--- config.mk ---
export PLATFORM = sky130hd
export DESIGN_NAME = i2c_gpio_expander
export DESIGN_NICKNAME = d
export VERILOG_FILES = /design/src/i2c_gpio_pkg.sv /design/src/i2c_gpio_expander.sv
export SDC_FILE = /design/constraint.sdc
export NUM_CORES = 1
export LEC_CHECK = 0
export BUFFER_PORTS_ARGS = -buffer_cell sky130_fd_sc_hd__buf_4
export CAP_MARGIN = 20
export CELL_PAD_IN_SITES_DETAIL_PLACEMENT = 1
export CELL_PAD_IN_SITES_GLOBAL_PLACEMENT = 1
export CORE_MARGIN = 2
export CORE_UTILIZATION = 50
export CTS_CLUSTER_SIZE = 30
export DETAILED_ROUTE_END_ITERATION = 10
export PLACE_DENSITY_LB_ADDON = 0.1
export SLEW_MARGIN = 20
export SYNTH_ARGS = -nofsm -noshare
export SYNTH_HDL_FRONTEND = slang
export SYNTH_SLANG_ARGS = --single-unit
export TNS_END_PERCENT = 5
--- constraint.sdc ---
create_clock -name clk -period 3 [get_ports clk]
set_input_delay 0.9 -clock clk [delete_from_list [all_inputs] [get_ports clk]]
set_output_delay 0.9 -clock clk [all_outputs]
set_load 0.02 [all_outputs]
--- src/i2c_gpio_pkg.sv ---
// Constants, states and encodings of the serial-bus 16-bit I/O expander.
// Assumes a single core clock domain; all pins are synchronised in the top.
package i2c_gpio_pkg;
  // Pair codes in command bits [2:1]
  localparam logic [1:0] PAIR_IN = 2'h0;
  localparam logic [1:0] PAIR_OUT = 2'h1;
  localparam logic [1:0] PAIR_POL = 2'h2;
  localparam logic [1:0] PAIR_CFG = 2'h3;
  // Values after reset
  localparam logic [15:0] OUT_RST = 16'hffff;
  localparam logic [15:0] POL_RST = 16'h0000;
  localparam logic [15:0] CFG_RST = 16'hffff;
  localparam logic [2:0] PTR_RST = 3'h0;
  // Bits per byte on the wire
  localparam logic [3:0] BYTE_BITS = 4'h8;
  // Default FIFO depth in the write path
  localparam int FIFO_DEPTH_DEF = 4;
  localparam int FIFO_WIDTH = 11;

  typedef enum logic [3:0] {
    ST_IDLE = 4'h0,
    ST_ADDR = 4'h1,
    ST_AACK = 4'h2,
    ST_CMD = 4'h3,
    ST_CACK = 4'h4,
    ST_WDAT = 4'h5,
    ST_WACK = 4'h6,
    ST_RDAT = 4'h7,
    ST_RACK = 4'h8,
    ST_SKIP = 4'h9
  } i2c_state_e;
endpackage : i2c_gpio_pkg

--- src/i2c_gpio_expander.sv ---
// Serial-bus target with a four-pair register file and change interrupt.
// Assumes scl/sda and GPIO pins are asynchronous; clk is much faster than scl.

////////////////////////////////////////////////////////////////////////////////
// Small FIFO between the byte receiver and the register file
module gpio_byte_fifo #(
  parameter int WIDTH = 11,
  parameter int DEPTH = 4
) (
  // Clock and reset
  input wire logic clk,
  input wire logic arst_n,
  input wire logic ce,
  // Fill side
  input wire logic in_valid,
  output logic in_ready,
  input wire logic [WIDTH-1:0] in_data,
  // Drain side
  output logic out_valid,
  input wire logic out_ready,
  output logic [WIDTH-1:0] out_data
);
  localparam int AW = $clog2(DEPTH);

  generate
    if (DEPTH < 2 || (1 << AW) != DEPTH) begin : g_bad_depth
      $error("fifo depth must be a power of two of at least two");
    end
  endgenerate

  logic [WIDTH-1:0] mem [DEPTH];
  logic [AW-1:0] wr_r;
  logic [AW-1:0] rd_r;
  logic [AW:0] cnt_r;
  logic do_wr;
  logic do_rd;

  // Honest full and empty from the fill count
  assign in_ready = cnt_r != (AW+1)'(DEPTH);
  assign out_valid = cnt_r != '0;
  assign out_data = mem[rd_r];
  assign do_wr = ce && in_valid && in_ready;
  assign do_rd = ce && out_valid && out_ready;

  // Storage has no reset; only valid entries are ever read
  always_ff @(posedge clk) begin
    if (do_wr) begin
      mem[wr_r] <= in_data;
    end
  end

  // Pointers and count
  always_ff @(posedge clk or negedge arst_n) begin
    if (!arst_n) begin
      wr_r <= '0;
      rd_r <= '0;
      cnt_r <= '0;
    end else begin
      if (do_wr) begin
        wr_r <= wr_r + 1'b1;
      end
      if (do_rd) begin
        rd_r <= rd_r + 1'b1;
      end
      if (do_wr && !do_rd) begin
        cnt_r <= cnt_r + 1'b1;
      end else if (do_rd && !do_wr) begin
        cnt_r <= cnt_r - 1'b1;
      end
    end
  end
endmodule : gpio_byte_fifo

////////////////////////////////////////////////////////////////////////////////
// Top of the expander
module i2c_gpio_expander #(
  parameter logic [3:0] ADDR_PREFIX = 4'h4,
  parameter int FIFO_DEPTH = i2c_gpio_pkg::FIFO_DEPTH_DEF
) (
  // Clock, reset, enable
  input wire logic clk,
  input wire logic arst_n,
  input wire logic ce,
  // Supply monitor: high once supply is at or above the power-on threshold
  input wire logic power_on_threshold,
  // Serial bus
  input wire logic scl_i,
  input wire logic sda_i,
  output logic sda_o,
  output logic sda_oe_n,
  // Address select straps
  input wire logic addr_select_bit0,
  input wire logic addr_select_bit1,
  input wire logic addr_select_bit2,
  // Port pins, bits 7:0 port 0, bits 15:8 port 1
  input wire logic [15:0] gpio_i,
  output logic [15:0] gpio_o,
  output logic [15:0] gpio_oe_n,
  // Open-drain interrupt
  output logic int_o,
  output logic int_oe_n
);
  localparam int SW = 22;
  localparam int W = i2c_gpio_pkg::FIFO_WIDTH;

  generate
    if (FIFO_DEPTH < 2) begin : g_bad_param
      $error("FIFO_DEPTH below two cannot buffer writes");
    end
  endgenerate

  i2c_gpio_pkg::i2c_state_e state_r, state_nxt;
  logic [SW-1:0] s1_r, s2_r;
  logic scl_s, sda_s, por_s, scl_d_r, sda_d_r;
  logic [2:0] sel_s;
  logic [15:0] pin_s;
  logic hold, go, scl_rise, scl_fall, start, stop;
  logic [3:0] bit_r, bit_nxt;
  logic [7:0] rx_r, tx_r, tx_nxt, rd_val;
  logic [2:0] ptr_r;
  logic [15:0] out_r, pol_r, cfg_r, snap_r;
  logic init_r, rw_r, mack_r, sda_oe_n_r, int_oe_n_r;
  logic drv_nxt, push, load_rd, match, pend;
  logic f_ready, d_valid, d_ready;
  logic [W-1:0] d_data;

  //////////////////////////////////////////////////////////////////////////////
  // Two-flop synchronisers for every asynchronous input
  always_ff @(posedge clk or negedge arst_n) begin
    if (!arst_n) begin
      s1_r <= '0;
      s2_r <= '0;
    end else if (ce) begin
      s1_r <= {power_on_threshold, scl_i, sda_i, addr_select_bit2,
               addr_select_bit1, addr_select_bit0, gpio_i};
      s2_r <= s1_r;
    end
  end

  assign por_s = s2_r[21];
  assign scl_s = s2_r[20];
  assign sda_s = s2_r[19];
  assign sel_s = s2_r[18:16];
  assign pin_s = s2_r[15:0];
  // Supply below threshold keeps everything at defaults
  assign hold = !por_s;
  assign go = ce && !hold;

  // Delayed copies for edge and condition detection
  always_ff @(posedge clk or negedge arst_n) begin
    if (!arst_n) begin
      scl_d_r <= 1'b1;
      sda_d_r <= 1'b1;
    end else if (ce) begin
      scl_d_r <= scl_s;
      sda_d_r <= sda_s;
    end
  end

  assign scl_rise = scl_s && !scl_d_r;
  assign scl_fall = !scl_s && scl_d_r;
  assign start = scl_s && scl_d_r && sda_d_r && !sda_s;
  assign stop = scl_s && scl_d_r && !sda_d_r && sda_s;
  assign match = rx_r[7:1] == {ADDR_PREFIX, sel_s};

  //////////////////////////////////////////////////////////////////////////////
  // Read data selection by pair and port
  function automatic logic [7:0] pick(input logic [15:0] v, input logic hi);
    pick = hi ? v[15:8] : v[7:0];
  endfunction : pick

  // Live pins go out for input reads, so the snapshot and the byte agree
  always_comb begin
    case (ptr_r[2:1])
      i2c_gpio_pkg::PAIR_IN: rd_val = pick(pin_s ^ pol_r, ptr_r[0]);
      i2c_gpio_pkg::PAIR_OUT: rd_val = pick(out_r, ptr_r[0]);
      i2c_gpio_pkg::PAIR_POL: rd_val = pick(pol_r, ptr_r[0]);
      default: rd_val = pick(cfg_r, ptr_r[0]);
    endcase
  end

  //////////////////////////////////////////////////////////////////////////////
  // Bus machine next state; drive decided here so sda moves right after scl falls
  always_comb begin
    state_nxt = state_r;
    bit_nxt = bit_r;
    tx_nxt = tx_r;
    push = 1'b0;
    load_rd = 1'b0;
    if (start) begin
      state_nxt = i2c_gpio_pkg::ST_ADDR;
      bit_nxt = '0;
    end else if (stop) begin
      state_nxt = i2c_gpio_pkg::ST_IDLE;
    end else if (scl_rise) begin
      if (state_r inside {i2c_gpio_pkg::ST_ADDR, i2c_gpio_pkg::ST_CMD,
                          i2c_gpio_pkg::ST_WDAT, i2c_gpio_pkg::ST_RDAT}) begin
        bit_nxt = bit_r + 1'b1;
      end
    end else if (scl_fall) begin
      case (state_r)
        i2c_gpio_pkg::ST_ADDR: begin
          if (bit_r == i2c_gpio_pkg::BYTE_BITS) begin
            state_nxt = match ? i2c_gpio_pkg::ST_AACK : i2c_gpio_pkg::ST_SKIP;
          end
        end
        i2c_gpio_pkg::ST_AACK: begin
          bit_nxt = '0;
          if (rw_r) begin
            state_nxt = i2c_gpio_pkg::ST_RDAT;
            tx_nxt = rd_val;
            load_rd = 1'b1;
          end else begin
            state_nxt = i2c_gpio_pkg::ST_CMD;
          end
        end
        i2c_gpio_pkg::ST_CMD: begin
          if (bit_r == i2c_gpio_pkg::BYTE_BITS) begin
            state_nxt = i2c_gpio_pkg::ST_CACK;
          end
        end
        i2c_gpio_pkg::ST_CACK, i2c_gpio_pkg::ST_WACK: begin
          bit_nxt = '0;
          state_nxt = i2c_gpio_pkg::ST_WDAT;
        end
        i2c_gpio_pkg::ST_WDAT: begin
          if (bit_r == i2c_gpio_pkg::BYTE_BITS) begin
            // A full FIFO turns into a refusal on the wire, not a lost byte
            push = f_ready;
            state_nxt = f_ready ? i2c_gpio_pkg::ST_WACK : i2c_gpio_pkg::ST_SKIP;
          end
        end
        i2c_gpio_pkg::ST_RDAT: begin
          if (bit_r == i2c_gpio_pkg::BYTE_BITS) begin
            state_nxt = i2c_gpio_pkg::ST_RACK;
          end else begin
            tx_nxt = {tx_r[6:0], 1'b1};
          end
        end
        i2c_gpio_pkg::ST_RACK: begin
          bit_nxt = '0;
          if (mack_r) begin
            state_nxt = i2c_gpio_pkg::ST_RDAT;
            tx_nxt = rd_val;
            load_rd = 1'b1;
          end else begin
            state_nxt = i2c_gpio_pkg::ST_SKIP;
          end
        end
        default: state_nxt = state_r;
      endcase
    end
    drv_nxt = (state_nxt inside {i2c_gpio_pkg::ST_AACK, i2c_gpio_pkg::ST_CACK,
                                 i2c_gpio_pkg::ST_WACK}) ||
              (state_nxt == i2c_gpio_pkg::ST_RDAT && !tx_nxt[7]);
  end

  // Bus machine registers
  always_ff @(posedge clk or negedge arst_n) begin
    if (!arst_n) begin
      state_r <= i2c_gpio_pkg::ST_IDLE;
      bit_r <= '0;
      tx_r <= '1;
      sda_oe_n_r <= 1'b1;
    end else if (ce) begin
      if (hold) begin
        state_r <= i2c_gpio_pkg::ST_IDLE;
        bit_r <= '0;
        tx_r <= '1;
        sda_oe_n_r <= 1'b1;
      end else begin
        state_r <= state_nxt;
        bit_r <= bit_nxt;
        tx_r <= tx_nxt;
        sda_oe_n_r <= !drv_nxt;
      end
    end
  end

  // Receive shifter, direction bit and master acknowledge
  always_ff @(posedge clk or negedge arst_n) begin
    if (!arst_n) begin
      rx_r <= '0;
      rw_r <= 1'b0;
      mack_r <= 1'b0;
    end else if (ce && hold) begin
      rx_r <= '0;
      rw_r <= 1'b0;
      mack_r <= 1'b0;
    end else if (go && scl_rise) begin
      if (state_r inside {i2c_gpio_pkg::ST_ADDR, i2c_gpio_pkg::ST_CMD,
                          i2c_gpio_pkg::ST_WDAT}) begin
        rx_r <= {rx_r[6:0], sda_s};
      end
      if (state_r == i2c_gpio_pkg::ST_AACK) begin
        rw_r <= rx_r[0];
      end
      if (state_r == i2c_gpio_pkg::ST_RACK) begin
        mack_r <= !sda_s;
      end
    end
  end

  //////////////////////////////////////////////////////////////////////////////
  // Register pointer: loaded by the command, flipped after each byte
  always_ff @(posedge clk or negedge arst_n) begin
    if (!arst_n) begin
      ptr_r <= i2c_gpio_pkg::PTR_RST;
    end else if (ce) begin
      if (hold) begin
        ptr_r <= i2c_gpio_pkg::PTR_RST;
      end else if (scl_fall && state_r == i2c_gpio_pkg::ST_CACK) begin
        ptr_r <= rx_r[2:0];
      end else if (push || load_rd) begin
        ptr_r <= ptr_r ^ 3'h1;
      end
    end
  end

  // Written bytes queue with their target index
  gpio_byte_fifo #(
    .WIDTH(W),
    .DEPTH(FIFO_DEPTH)
  ) u_fifo (
    .clk(clk),
    .arst_n(arst_n),
    .ce(ce),
    .in_valid(push && !hold),
    .in_ready(f_ready),
    .in_data({ptr_r, rx_r}),
    .out_valid(d_valid),
    .out_ready(d_ready),
    .out_data(d_data)
  );

  // Drain pauses while a read loads, so a read never races a register update;
  // under hold it empties and the register file drops what comes out
  assign d_ready = hold || !load_rd;

  // Register file writes from the FIFO
  always_ff @(posedge clk or negedge arst_n) begin
    if (!arst_n) begin
      out_r <= i2c_gpio_pkg::OUT_RST;
      pol_r <= i2c_gpio_pkg::POL_RST;
      cfg_r <= i2c_gpio_pkg::CFG_RST;
    end else if (ce) begin
      if (hold) begin
        out_r <= i2c_gpio_pkg::OUT_RST;
        pol_r <= i2c_gpio_pkg::POL_RST;
        cfg_r <= i2c_gpio_pkg::CFG_RST;
      end else if (d_valid && d_ready) begin
        case (d_data[10:9])
          i2c_gpio_pkg::PAIR_OUT: begin
            if (d_data[8]) out_r[15:8] <= d_data[7:0];
            else out_r[7:0] <= d_data[7:0];
          end
          i2c_gpio_pkg::PAIR_POL: begin
            if (d_data[8]) pol_r[15:8] <= d_data[7:0];
            else pol_r[7:0] <= d_data[7:0];
          end
          i2c_gpio_pkg::PAIR_CFG: begin
            if (d_data[8]) cfg_r[15:8] <= d_data[7:0];
            else cfg_r[7:0] <= d_data[7:0];
          end
          default: out_r <= out_r;
        endcase
      end
    end
  end

  //////////////////////////////////////////////////////////////////////////////
  // Input snapshot: taken once after reset, then per port at read acknowledge
  always_ff @(posedge clk or negedge arst_n) begin
    if (!arst_n) begin
      snap_r <= '0;
      init_r <= 1'b0;
    end else if (ce) begin
      if (hold) begin
        init_r <= 1'b0;
      end else if (!init_r) begin
        snap_r <= pin_s;
        init_r <= 1'b1;
      end else if (load_rd && ptr_r[2:1] == i2c_gpio_pkg::PAIR_IN) begin
        if (ptr_r[0]) snap_r[15:8] <= pin_s[15:8];
        else snap_r[7:0] <= pin_s[7:0];
      end
    end
  end

  // Any input pin away from its snapshot keeps the line low
  assign pend = init_r && |((pin_s ^ snap_r) & cfg_r);

  always_ff @(posedge clk or negedge arst_n) begin
    if (!arst_n) begin
      int_oe_n_r <= 1'b1;
    end else if (ce) begin
      int_oe_n_r <= !pend;
    end
  end

  assign sda_o = 1'b0;
  assign int_o = 1'b0;
  assign sda_oe_n = sda_oe_n_r;
  assign int_oe_n = int_oe_n_r;
  assign gpio_o = out_r;
  assign gpio_oe_n = cfg_r;
endmodule : i2c_gpio_expander

==> metrics <==
Vias around 6,400; outcome finished, final reports clean; drt total wl 24,860 um; largest net degree at the start of global routing approximately 70; row cnt 50; Nets roughly 850; RSZ-0062 raised after global routing no; 1st-iter DRT viols about 290; die width between 100 and 150 um; dominant synthesized flop cell dfrtp_1; Setup CP Type register to register; Synth Area in XOR/XNOR under 10%; ys async rst share slightly below 80%; Distinct cells, synth between 70 and 80; synthesized area per cell roughly 12 um^2; crit path time final 2757 ps; first-pass GRT wire length 39,360 um; Final ANT Viol Nets 0; Die ar. approximately 0.020 mm^2; clk buf depth 2; Root Buffer clkbuf_16; critical path fanouts, max 7; PwrDens between 600 and 700 mW/mm^2; Clock Skews ~8.4 ps; post-synthesis cell area 0.009384 mm^2; I/O Buffers between 50 and 60; RR Endpoint u_fifo.cnt_r[2]$_DFFE_PN0P_; flops & latches, synth between 150 and 200; period utilization between 90 and 100%; via/cell ratio 5.996; CTS tree built; Top delay family on crit path simple AND/OR/NAND/NOR gates; Max Fclk between 0.3 and 0.4 GHz; Overall Power 7.046 mW; layout cell share with drive strength beyond 1 approximately 38%; Max-Cap Viols 0; R2R setup slack between 200 and 250 ps; register area share after synthesis roughly 54%; Synth Area in Compound Gates between 10% and 20%; Slowest Stage Delay on Critical Path between 400 and 500 ps; Clk pin slew, worst setup/hold paths roughly 70 ps; Top-Level Pins 61; commonest non-fill, non-tap cell in the layout mux2_2; grt ovf 0; Yosys top cell by area dfrtp_1; leakage around 4.2 nW; Yosys warning count 0; 1st-pass router iterations 6; Total Routing Usage GR between 20% and 30%; Worst Setup Start Kind register; HP Class primary input to asynchronous set/reset pin; most frequent cells in the layout mux2_2 (121), dfrtp_1 (104), buf_4 (80); R2R Path Start bit_r[0]$_DFFE_PN0P_; GP Congestion 0.8151; area delta synth->final 14.53%; wire length per cell 23.34 um; clk sinks just under 200; max-slew violation count 0; largest family of logic cells by synthesized area multiplexers; CP required around 3400 ps; post-synthesis simple-gate area fraction 10.59%; setup bufs post-CTS 0; Post-Synth Adder-Cell Area approximately 1.1%; initial antenna violation count 0; detailed-route DRC error count 0; number of global-route vias before repair between 6,000 and 7,000; Initial Util 50.51%; slowest cell on the critical path dfrtp_1; R2R depth 11; # diodes 0; Synth area leaders dfrtp_1 (28%), mux2_2 (15%), edfxtp_1 (14%); die height 141.0 um; Max VDD drop 449.1 uV; Core Region roughly 0.019 mm^2; Max H-tree Level 4; Worst setup EP type register; worst-skew pair later-pin latency 430 ps; number of synthesized flops with an enable pin 44; Setup TNS Final 0 ps; CP Buf/Inv Count 2; Final HPWL DP around 18,000 um; Slew headroom between 30 and 40%; area fraction of the dominant cell type after synthesis between 20 and 30%; Least-Margin Pin Slew between 1000 and 1500 ps; Final Hold Viols 0; CP arrival a little over 3000 ps; critical path cell sequence inv_1, ha_1, and3b_1, nand3_2, nor4_4, ha_1, inv_1, fa_1, xor2_1, nor2_1, xor2_1; mux cell area share after synthesis between 10% and 20%; Setup violations, final 0; Mapped Cells 755; CTS buffer count 17
[power by group]
group          internal (mW)  switching (mW)
combinational          0.630           0.606
sequential              3.09           0.415
clock                   1.23            1.08
[layer usage]
layer  up-vias  GRT usage (%)  wire length [um]
met2       112          46.19             12990
li1       2899              -                 -
met3        32          4.008               650
met1      3343          32.72             10540
met4         0          8.789               680
met5         -              0                 0
[cells in the mapped netlist (6+ instances only)]
cell,number
a21oi_1,37
a21oi_2,6
a22o_1,6
a22oi_1,16
and2_1,13
buf_1,8
buf_2,11
clkbuf_1,15
dfrtp_1,105
dfstp_2,44
edfxtp_1,44
ha_1,7
inv_1,11
mux2_2,121
mux4_2,11
nand2_1,46
nand2b_1,19
nand3_1,8
nor2_1,48
nor3b_1,15
o211ai_1,20
o21ai_0,30
xnor2_1,7
xor2_1,20
[registers in the layout, summed over array words and instances, names as in the netlist, 2 cells and up]
| register | flops |
|---|---|
| u_fifo.wr_r | 2 |
| u_fifo.cnt_r | 3 |
| pol_r | 16 |
| ptr_r | 3 |
| gpio_oe_n | 16 |
| state_r | 4 |
| u_fifo.mem | 44 |
| s1_r | 22 |
| tx_r | 8 |
| bit_r | 4 |
| s2_r | 22 |
| snap_r | 16 |
| u_fifo.rd_r | 2 |
| gpio_o | 16 |
| rx_r | 8 |
[worst max path at each step]
stage / from / end / slack [ps] / cells after the start
floorplan: ce / u_fifo.cnt_r[2]$_DFFE_PN0P_ / 260 / 9
global placement: ce / u_fifo.cnt_r[2]$_DFFE_PN0P_ / 320 / 9
detailed placement: bit_r[0]$_DFFE_PN0P_ / u_fifo.cnt_r[2]$_DFFE_PN0P_ / 190 / 11
CTS: bit_r[0]$_DFFE_PN0P_ / u_fifo.cnt_r[2]$_DFFE_PN0P_ / 130 / 11
global route: bit_r[0]$_DFFE_PN0P_ / u_fifo.cnt_r[2]$_DFFE_PN0P_ / 60 / 11
finish: bit_r[0]$_DFFE_PN0P_ / u_fifo.cnt_r[2]$_DFFE_PN0P_ / 240 / 11
[area by class of cell]
cell class | instances | area, um^2
Tap cell | 234 | 292.8
Inverter | 12 | 45.04
Timing Repair Buffer | 84 | 671.9
Sequential cell | 193 | 5106
Fill cell | 1881 | 7833
Clock inverter | 13 | 137.6
Multi-Input combinational cell | 510 | 4041
Clock buffer | 19 | 452.9
[cell families (layout without fill, tap and decap cells)]
family / Yosys count / in the layout
other cells: 1 / 2
buf+inv: 53 / 128
compound gates: 154 / 154
xor+xnor: 27 / 27
mux: 134 / 134
simple gates: 185 / 185
fa+ha+maj: 8 / 8
flops: 193 / 193
[stage by stage]
stage	worst slack [ps]	utilization, %	cell area (um^2)	hold slack [ps]	std cells
2_1_floorplan	260.0	-	9388	449.2	756
3_3_place_gp	324.6	54.64	10150	468.9	1033
3_5_place_dp	185.2	54.64	10150	488.6	1033
4_1_cts	126.1	57.82	10740	492.4	1065
5_1_grt	59.23	57.85	10750	505.8	1065
6_report	243.3	57.85	10750	457.8	1065
[repair_timing]
item / 4_1_cts / 5_1_grt
resized for setup: 0 / 1
hold buffers: 0 / 0
setup endpoints to repair: 0 / 1
No activity file was read; power rests on OpenSTA's default activity.
